==> config.mk <==
export PLATFORM = sky130hd
export DESIGN_NAME = jump_and_increment_exec
export DESIGN_NICKNAME = d
export VERILOG_FILES = /design/src/rtl/jump_and_increment_exec.v
export VERILOG_INCLUDE_DIRS = /design/src /design/src/rtl
export SDC_FILE = /design/constraint.sdc
export NUM_CORES = 1
export LEC_CHECK = 0
export ABC_AREA = 1
export BUFFER_PORTS_ARGS = -buffer_cell sky130_fd_sc_hd__clkbuf_2
export CORE_AREA = 2 2 80 82
export DETAILED_ROUTE_END_ITERATION = 10
export DIE_AREA = 0 0 82 84
export PLACE_DENSITY = 0.48
export SYNTH_ARGS = -nofsm -noshare
export SYNTH_HDL_FRONTEND = slang
export SYNTH_SLANG_ARGS = --single-unit
==> constraint.sdc <==
create_clock -name core_clk -period 2 [get_ports core_clk]
set_input_delay 0.2 -clock core_clk [delete_from_list [all_inputs] [get_ports core_clk]]
set_output_delay 0.2 -clock core_clk [all_outputs]
set_load 0.05 [all_outputs]
==> src/rtl/jump_inc_consts.vh <==
// constants for the jump and increment execution block
// =====================================================================
// Function
// - jump opcode 101 loads its 9-bit target into pc bits 8..0.
// - jump fills pc bits 10..9 from status bits 6..5.
// - jump takes two cycles and changes no status flag.
// - increment file adds one; d=0 writes accumulator, d=1 writes file.
// - increment file takes one cycle and sets zero flag from result.
// - increment skip routes result by d and leaves status unchanged.
// - increment skip result zero discards fetched instruction, runs a nop.
// - increment skip takes one cycle, or two when skipping.
`ifndef JUMP_INC_CONSTS_VH
`define JUMP_INC_CONSTS_VH
`define JUMP_OP_HI 11
`define JUMP_OP_LO 9
`define JUMP_TGT_HI 8
`define JUMP_OPCODE 3'h7
`define JUMP_OPCODE_VAL 3'h5
`define FILE_OP_HI 11
`define FILE_OP_LO 6
`define INC_OPCODE 6'h0a
`define INCSKIP_OPCODE 6'h0f
`define DEST_BIT 5
`define ADDR_HI 4
`define STAT_PAGE_HI 6
`define STAT_PAGE_LO 5
`define STAT_ZERO_BIT 2
`define PC_RESET 11'h7ff
`define STATUS_RESET 8'h18
`endif

==> src/rtl/jump_and_increment_exec.v <==
// execution of absolute jump, increment file and increment skip zero
`timescale 1ns/1ps
`default_nettype none
`include "jump_inc_consts.vh"
module jump_and_increment_exec (
    input wire core_clk,
    input wire srst,
    input wire instr_valid,
    input wire [11:0] instr_word,
    input wire [7:0] file_rdata,
    output wire [4:0] file_addr,
    output reg [7:0] file_wdata,
    output reg file_we,
    output reg [7:0] acc_q,
    output reg [7:0] status_q,
    output reg [10:0] pc_q,
    output reg flush_q,
    output wire unknown_op
);
    // =================================================================
    // slot states
    // a jump or a taken skip turns the next fetched word into a nop
    localparam [1:0] SLOT_RUN = 2'b00;
    localparam [1:0] SLOT_JUMP = 2'b01;
    localparam [1:0] SLOT_SKIP = 2'b10;

    // =================================================================
    // declarations
    reg [1:0] slot_q;
    reg [1:0] slot_d;
    reg [10:0] pc_d;
    reg [7:0] acc_d;
    reg [7:0] status_d;
    reg flush_d;
    wire issue;
    wire slot_run;
    wire [2:0] jump_field;
    wire [5:0] file_field;
    wire [8:0] jump_target;
    wire [1:0] page_bits;
    wire is_jump;
    wire is_inc;
    wire is_incsk;
    wire dest_file;
    wire inc_to_acc;
    wire inc_to_file;
    wire [8:0] carry;
    wire [7:0] inc_result;
    wire inc_zero;

    // =================================================================
    // issue slot
    assign slot_run = (slot_q == SLOT_RUN);
    assign issue = instr_valid && slot_run;

    // =================================================================
    // jump decode
    assign jump_field = instr_word[`JUMP_OP_HI:`JUMP_OP_LO];
    assign jump_target = instr_word[`JUMP_TGT_HI:0];
    assign page_bits = status_q[`STAT_PAGE_HI:`STAT_PAGE_LO];
    assign is_jump = issue && (jump_field == `JUMP_OPCODE_VAL);

    // =================================================================
    // file register decode
    assign file_field = instr_word[`FILE_OP_HI:`FILE_OP_LO];
    assign is_inc = issue && (file_field == `INC_OPCODE);
    assign is_incsk = issue && (file_field == `INCSKIP_OPCODE);
    assign file_addr = instr_word[`ADDR_HI:0];
    assign dest_file = instr_word[`DEST_BIT];
    // other opcodes belong to the rest of the core
    assign unknown_op = issue && !is_jump && !is_inc && !is_incsk;

    // =================================================================
    // increment carry chain
    assign carry[0] = 1'b1;
    genvar b;
    generate
        for (b = 0; b < 8; b = b + 1) begin : g_inc
            assign inc_result[b] = file_rdata[b] ^ carry[b];
            assign carry[b + 1] = file_rdata[b] & carry[b];
        end
    endgenerate
    // carry out of bit 7 means the value wrapped to zero
    assign inc_zero = carry[8];

    // =================================================================
    // result routing
    assign inc_to_acc = (is_inc || is_incsk) && !dest_file;
    assign inc_to_file = (is_inc || is_incsk) && dest_file;

    // =================================================================
    // file write port
    // combinational so the file takes the result in the decode cycle
    always @* begin
        file_we = 1'b0;
        if (inc_to_file) begin
            file_we = 1'b1;
        end
    end

    // =================================================================
    // file write data
    always @* begin
        file_wdata = inc_result;
    end

    // =================================================================
    // slot state machine
    always @* begin
        slot_d = SLOT_RUN;
        case (slot_q)
            SLOT_RUN: begin
                if (is_jump) begin
                    slot_d = SLOT_JUMP;
                end else if (is_incsk && inc_zero) begin
                    slot_d = SLOT_SKIP;
                end else begin
                    slot_d = SLOT_RUN;
                end
            end
            SLOT_JUMP: begin
                // second cycle of the jump
                slot_d = SLOT_RUN;
            end
            SLOT_SKIP: begin
                // second cycle of a taken skip
                slot_d = SLOT_RUN;
            end
            default: begin
                slot_d = SLOT_RUN;
            end
        endcase
    end

    // =================================================================
    // flush flag
    always @* begin
        flush_d = (slot_d != SLOT_RUN);
    end

    // =================================================================
    // program counter
    // the pc moves on every valid word, dropped ones included
    always @* begin
        pc_d = pc_q;
        if (instr_valid) begin
            pc_d = pc_q + 11'h001;
        end
        if (is_jump) begin
            pc_d = {page_bits, jump_target};
        end
    end

    // =================================================================
    // accumulator
    always @* begin
        acc_d = acc_q;
        if (inc_to_acc) begin
            acc_d = inc_result;
        end
    end

    // =================================================================
    // status register
    // only the plain increment touches a flag
    always @* begin
        status_d = status_q;
        if (is_inc) begin
            status_d[`STAT_ZERO_BIT] = inc_zero;
        end
    end

    // =================================================================
    // slot register
    always @(posedge core_clk) begin
        if (srst) begin
            slot_q <= SLOT_RUN;
        end else begin
            slot_q <= slot_d;
        end
    end

    // =================================================================
    // flush register
    always @(posedge core_clk) begin
        if (srst) begin
            flush_q <= 1'b0;
        end else begin
            flush_q <= flush_d;
        end
    end

    // =================================================================
    // program counter register
    always @(posedge core_clk) begin
        if (srst) begin
            pc_q <= `PC_RESET;
        end else begin
            pc_q <= pc_d;
        end
    end

    // =================================================================
    // accumulator register
    always @(posedge core_clk) begin
        if (srst) begin
            acc_q <= 8'h00;
        end else begin
            acc_q <= acc_d;
        end
    end

    // =================================================================
    // status register flops
    always @(posedge core_clk) begin
        if (srst) begin
            status_q <= `STATUS_RESET;
        end else begin
            status_q <= status_d;
        end
    end

endmodule // jump_and_increment_exec
`default_nettype wire

Yosys cells after proc, flatten, opt, wreduce, memory -nomap -nowiden. Cells that the tools add are included.

Add/sub/neg operators: 1. Equal/unequal tests: 3. Multiplexer cells: 6. Bitwise operators: 15. Reductions and logical operators: 18.

Operators with widths (count): 11-bit 2-to-1 mux (2); 6-bit by 4-bit equality test with 1-bit output (second input constant) (2); 11-bit by 1-bit adder with 11-bit output (second input constant) (1); 1-bit logical AND (10); 1-bit bitwise AND (7); 1-bit bitwise XOR (7); 2-bit 2-to-1 mux (3); 1-bit zero test (4); 2-bit nonzero test (2); 3-bit equality test (second input constant) (1); 2-bit zero test (1); 1-bit logical OR (1); 1-bit 2-to-1 mux (1); 1-bit inverter (1).

Bits in registers: 23. Input bits: 23. Word-level logic and storage cells: 48.

Longest topological paths before layout.
Depth in word-level cells: 12. Depth in mapped cells: 9.

Worst setup path after synthesis. OpenSTA, ideal clock, no wires.

Kind: input port to flip-flop. Start point: input port file_rdata[0]. End point: register acc_q[7]. Setup time: 0.064 ns. Data arrival time: 1.978 ns. Required time: 1.936 ns. Setup slack: -0.042 ns. Stages: 9. Path buffers: 0. Path through: ha_1 -> ha_1 -> ha_1 -> ha_1 -> ha_1 -> ha_1 -> ha_1 -> nor2_1 -> nor2_1.

Cells in the longest elaborated chain, start to end: 7.

RTL lines: from (decl) (RTL line jump_and_increment_exec.v:10) `input wire [7:0] file_rdata,`; 1-bit bitwise AND (6 in series) (RTL line jump_and_increment_exec.v:80) `assign carry[b + 1] = file_rdata[b] & carry[b];`; 1-bit bitwise XOR (RTL line jump_and_increment_exec.v:79) `assign inc_result[b] = file_rdata[b] ^ carry[b];`; net file_wdata[7] (RTL line jump_and_increment_exec.v:12) `output reg [7:0] file_wdata,`; to (signal assigned) (RTL line jump_and_increment_exec.v:207) `acc_q <= 8'h00;`; to (signal assigned) (RTL line jump_and_increment_exec.v:209) `acc_q <= acc_d;`; to (decl) (RTL line jump_and_increment_exec.v:14) `output reg [7:0] acc_q,`.

The timed path passes the listed nets, and every way through them passes these cells. A chain may end at the register's enable or synchronous reset.

Final worst setup path.
Start point: input port file_rdata[0]. End point: output port file_wdata[7].

Cells in the longest elaborated chain, start to end: 7.

RTL lines (RTL line): 1-bit bitwise AND (6 in series) (jump_and_increment_exec.v:80); 1-bit bitwise XOR (jump_and_increment_exec.v:79); to (decl) (jump_and_increment_exec.v:12).

No other way between the ends.

==> results.env <==
CRITICAL_PATH_PEAK_FANOUT=2
SYNTH.DISTINCT_CELLS=24
IOS=66
SYNTH.TOP_CELLS.BY_COUNT='sky130_fd_sc_hd__nand2_1, sky130_fd_sc_hd__inv_1, sky130_fd_sc_hd__nor2_1'
POST-SYNTH-TOP-AREA-FRACTION_PCT=31.6
START_KIND='input pin'
SYN2LAYOUT_AREA_GROWTH_PCT=26.4
TIMING.CRITICAL_PATH.ARRIVAL_PS=1750
VIA_DENSITY=4.13
FINAL_NET_COUNT=297
HOLDBUFCOUNTCTS=0
DRC=0
DRT_PASS1_ITERATIONS=4
POSTLAYOUTSETUPSLACKWORST_PS=53.5
INSERTION_DELAY_PS=270
CTS_MADE_BUFFERS=3
ROUTED_WL_UM=3530
NUM_VIAS=1414
CRITICAL_PATH.CELL_CHAIN='clkbuf_2, ha_2, ha_2, ha_1, ha_2, ha_4, ha_4, ha_4, clkbuf_16'
CLOCK-SKEW-FINAL_PS=0.952
GRT_REMAINING_OVERFLOW=0
FINAL_CELL_COUNT_NO_FILL=342
WORST_SLEW_PIN_SLEW_PS=546
DRV.MAX_CAP_VIOLATION_COUNT=0
SYNTH-EDFF-COUNT=0
CP-END-KIND='output port'
DESIGN.DIE.AREA_UM2=6890
DATA_REQUIRED_TIME_AT_THE_WORST_ENDPOINT_PS=1800
PERIOD_MINUS_SLACK_PS=1950
SYNTH_AREA_UM2=1460
MIN_PATH_TYPE='in2reg'
REG2REGPATHDEPTH=8
DRV_SLEW=0
POWER-PER-CELL-AREA_nW_PER_UM2=676
STARTING_DENSITY_OF_THE_CORE_PCT=23.9
CLOCK_TREE.BUFFER_DEPTH=2
FINAL_HOLD_VIOL_COUNT=0
ASYNC_FLOP_SHARE_PCT=0
YOSYS-TOP-CELLS-AREA='sky130_fd_sc_hd__dfxtp_1, sky130_fd_sc_hd__nand2_1, sky130_fd_sc_hd__inv_1, sky130_fd_sc_hd__nor2_1, sky130_fd_sc_hd__ha_1'
GRT_MAX_DEGREE=17
GRT_PASS1_VIAS=1301
STATIC-LEAKAGE-POWER_uW=0.00104
REG2REG_SLACK_PS=620
ANT_NETS_AFTER_ROUTE=0
PLACED_CELLS=337
DOMINANTREGCELLSYNTH='sky130_fd_sc_hd__dfxtp_1'
NUMCLOCKSINKS=23
IRDROPWORSTVDD_V=0.000300
CHIPHEIGHT_UM=84
CP_SLOWEST_STAGE_DELAY_PS=270
SYNTH_SEQ_AREA_SHARE_PCT=31.6
CLOCK_TREE.ROOT_CELL='sky130_fd_sc_hd__clkbuf_8'
FINAL_LAYOUT_SIZE_SUFFIX_GT1_SHARE_PCT=29.4
CLOCK_TREE_FROM_TRITONCTS='built'
PLACEMENT.IO_BUFFERS=58
REG2REG_FROM='slot_q[1]'
PERIOD_UTILISATION_LAYOUT_PCT=97.3
RUN_STATUS='completed'
SETUP_VIOL=0
POSTSYNTHAREAPERCELL_UM2=6.82
SYNTH-SEQ-CELLS=23
ANTENNA_FOUND_INITIAL=0
SLOWEST_STAGE_CELL_CP='sky130_fd_sc_hd__ha_4'
DPL_WORST_SLACK_PS=-195
POST_SYNTH_INST_COUNT=214
CLK_TRANSITION_REPORTED_PATHS_PS=90
DRT-INITIAL-DRC-COUNT=33
MULTIINPUTGATEAREA_UM2=797
PLACEMENTROWS=29
YOSYS.AREA.TOP_TYPE='sky130_fd_sc_hd__dfxtp_1'
YS.WARNINGS.COUNT=0
ACHIEVABLE-FREQUENCY_GHz=0.514
SEQ_AREA_UM2=460
MIN_PATH_CELLS=3
FILLER_CELL_COUNT=694
STARTPOINT='file_rdata[0]'
POST-SYNTH-TOP-COUNT-CELL='sky130_fd_sc_hd__nand2_1'
CRITICAL_PATH_CLASS='in2out'
CORE_UM2=6100
SETUP.WORST_PATH.END='file_wdata[7]'
DPL_HPWL_UM=2690
CTSHTREEMAXLEVEL=1
DIE_X_UM=82
GP_CONGESTION=0.745
TIMING.RR.END='pc_q[6]'
GRT_FIRST_PASS_WIRELENGTH_UM=5670
NUM_ANTENNA_CELLS=0
GRT.TOTAL_USAGE_PCT=10.3
MAX-SLEW-MARGIN-REL_PCT=63.6
ROUTEDWLPERCELL_UM=10.3
per-stage QoR:
step	TNS [ps]	utilization, %	area, um2	power [uW]	hold WS, ps
2_1_floorplan	0	-	1480	870	269
3_3_place_gp	-161	28.3	1730	943	439
3_5_place_dp	-195	28.3	1730	942	442
4_1_cts	0	29.8	1810	1260	159
5_1_grt	-5.66	30.3	1840	1320	188
6_report	0	30.3	1840	1250	160
layer usage:
metal  global-route usage, %  up-vias  share of wire, %
li1                        -      753                 -
met1                    12.7      598                44
met2                    17.1       61                45
met3                    3.68        2                11
met4                    2.27        0              0.65
met5                       0        -                 0
power breakdown:
part           total [uW]  internal [uW]  leakage [uW]  switching (uW)
registers             509            482      0.000188            26.9
logic                 431            112      0.000833             320
clock network         307            141     0.0000217             166
total                1250            735       0.00104             512
cell families (layout without fill, tap and decap cells):
kind of cell    count (synthesis)  in the layout  synth area share (%)
buf+inv                        50             96                  18.2
compound gates                 27             27                  11.0
fa+ha+maj                       8              8                  6.86
xor+xnor                        1              1                 0.600
flops                          23             23                  31.6
other cells                     2              7                 0.515
simple gates                  103            103                  31.3
registers in the layout, summed over array words and instances, names as in the netlist:
name / count
status_q: 1
pc_q: 11
slot_q: 2
flush_q: 1
acc_q: 8
how the worst min path moves through the flow:
stage	from	endpoint	slack, ps
2_1_floorplan	srst	status_q[2]	270
3_3_place_gp	instr_word[2]	pc_q[2]	440
3_5_place_dp	instr_word[2]	pc_q[2]	440
4_1_cts	instr_word[2]	pc_q[2]	160
5_1_grt	instr_word[2]	pc_q[2]	190
6_report	instr_word[2]	pc_q[2]	160
cells in the final DEF, fill, tap and decap left out:
cell type / instances
sky130_fd_sc_hd__nand4_1: 2
sky130_fd_sc_hd__a21oi_1: 9
sky130_fd_sc_hd__o211ai_4: 1
sky130_fd_sc_hd__clkbuf_2: 57
sky130_fd_sc_hd__o21ai_0: 14
sky130_fd_sc_hd__nor3_1: 2
sky130_fd_sc_hd__nand3_1: 15
sky130_fd_sc_hd__ha_4: 3
sky130_fd_sc_hd__nor2_1: 29
sky130_fd_sc_hd__ha_2: 3
sky130_fd_sc_hd__nor2_2: 2
sky130_fd_sc_hd__inv_2: 1
sky130_fd_sc_hd__clkinvlp_4: 1
sky130_fd_sc_hd__xor2_1: 1
sky130_fd_sc_hd__o21ai_2: 1
sky130_fd_sc_hd__dfxtp_1: 23
sky130_fd_sc_hd__nor2_4: 2
sky130_fd_sc_hd__inv_1: 32
sky130_fd_sc_hd__nand2_1: 49
sky130_fd_sc_hd__buf_4: 1
sky130_fd_sc_hd__ha_1: 2
sky130_fd_sc_hd__clkbuf_16: 1
sky130_fd_sc_hd__conb_1: 7
sky130_fd_sc_hd__o211ai_1: 2
sky130_fd_sc_hd__nand2_4: 1
sky130_fd_sc_hd__clkbuf_8: 3
sky130_fd_sc_hd__nor2_8: 1
timing repair:
item / CTS / global route
resized for setup: 8 / 3
setup endpoints to repair: 1 / 2
pin swaps: 2 / 2
endpoints found under the hold margin: 0 / 0
buffers inserted: 0 / 1
worst max-delay path: cells and delay by family:
kind | cells | cell delay [ps]
buf+inv | 2 | 250
fa+ha+maj | 7 | 1290
layout make-up:
cell class,instances,area share [%]
clock buffers,3,2.24
clock inverters,1,0.407
inverters,33,6.72
multi-input cells,146,43.2
flip-flops and latches,23,25.0
well taps,77,5.22
repair buffers,59,17.2
Power figures use the tool's default switching activity.
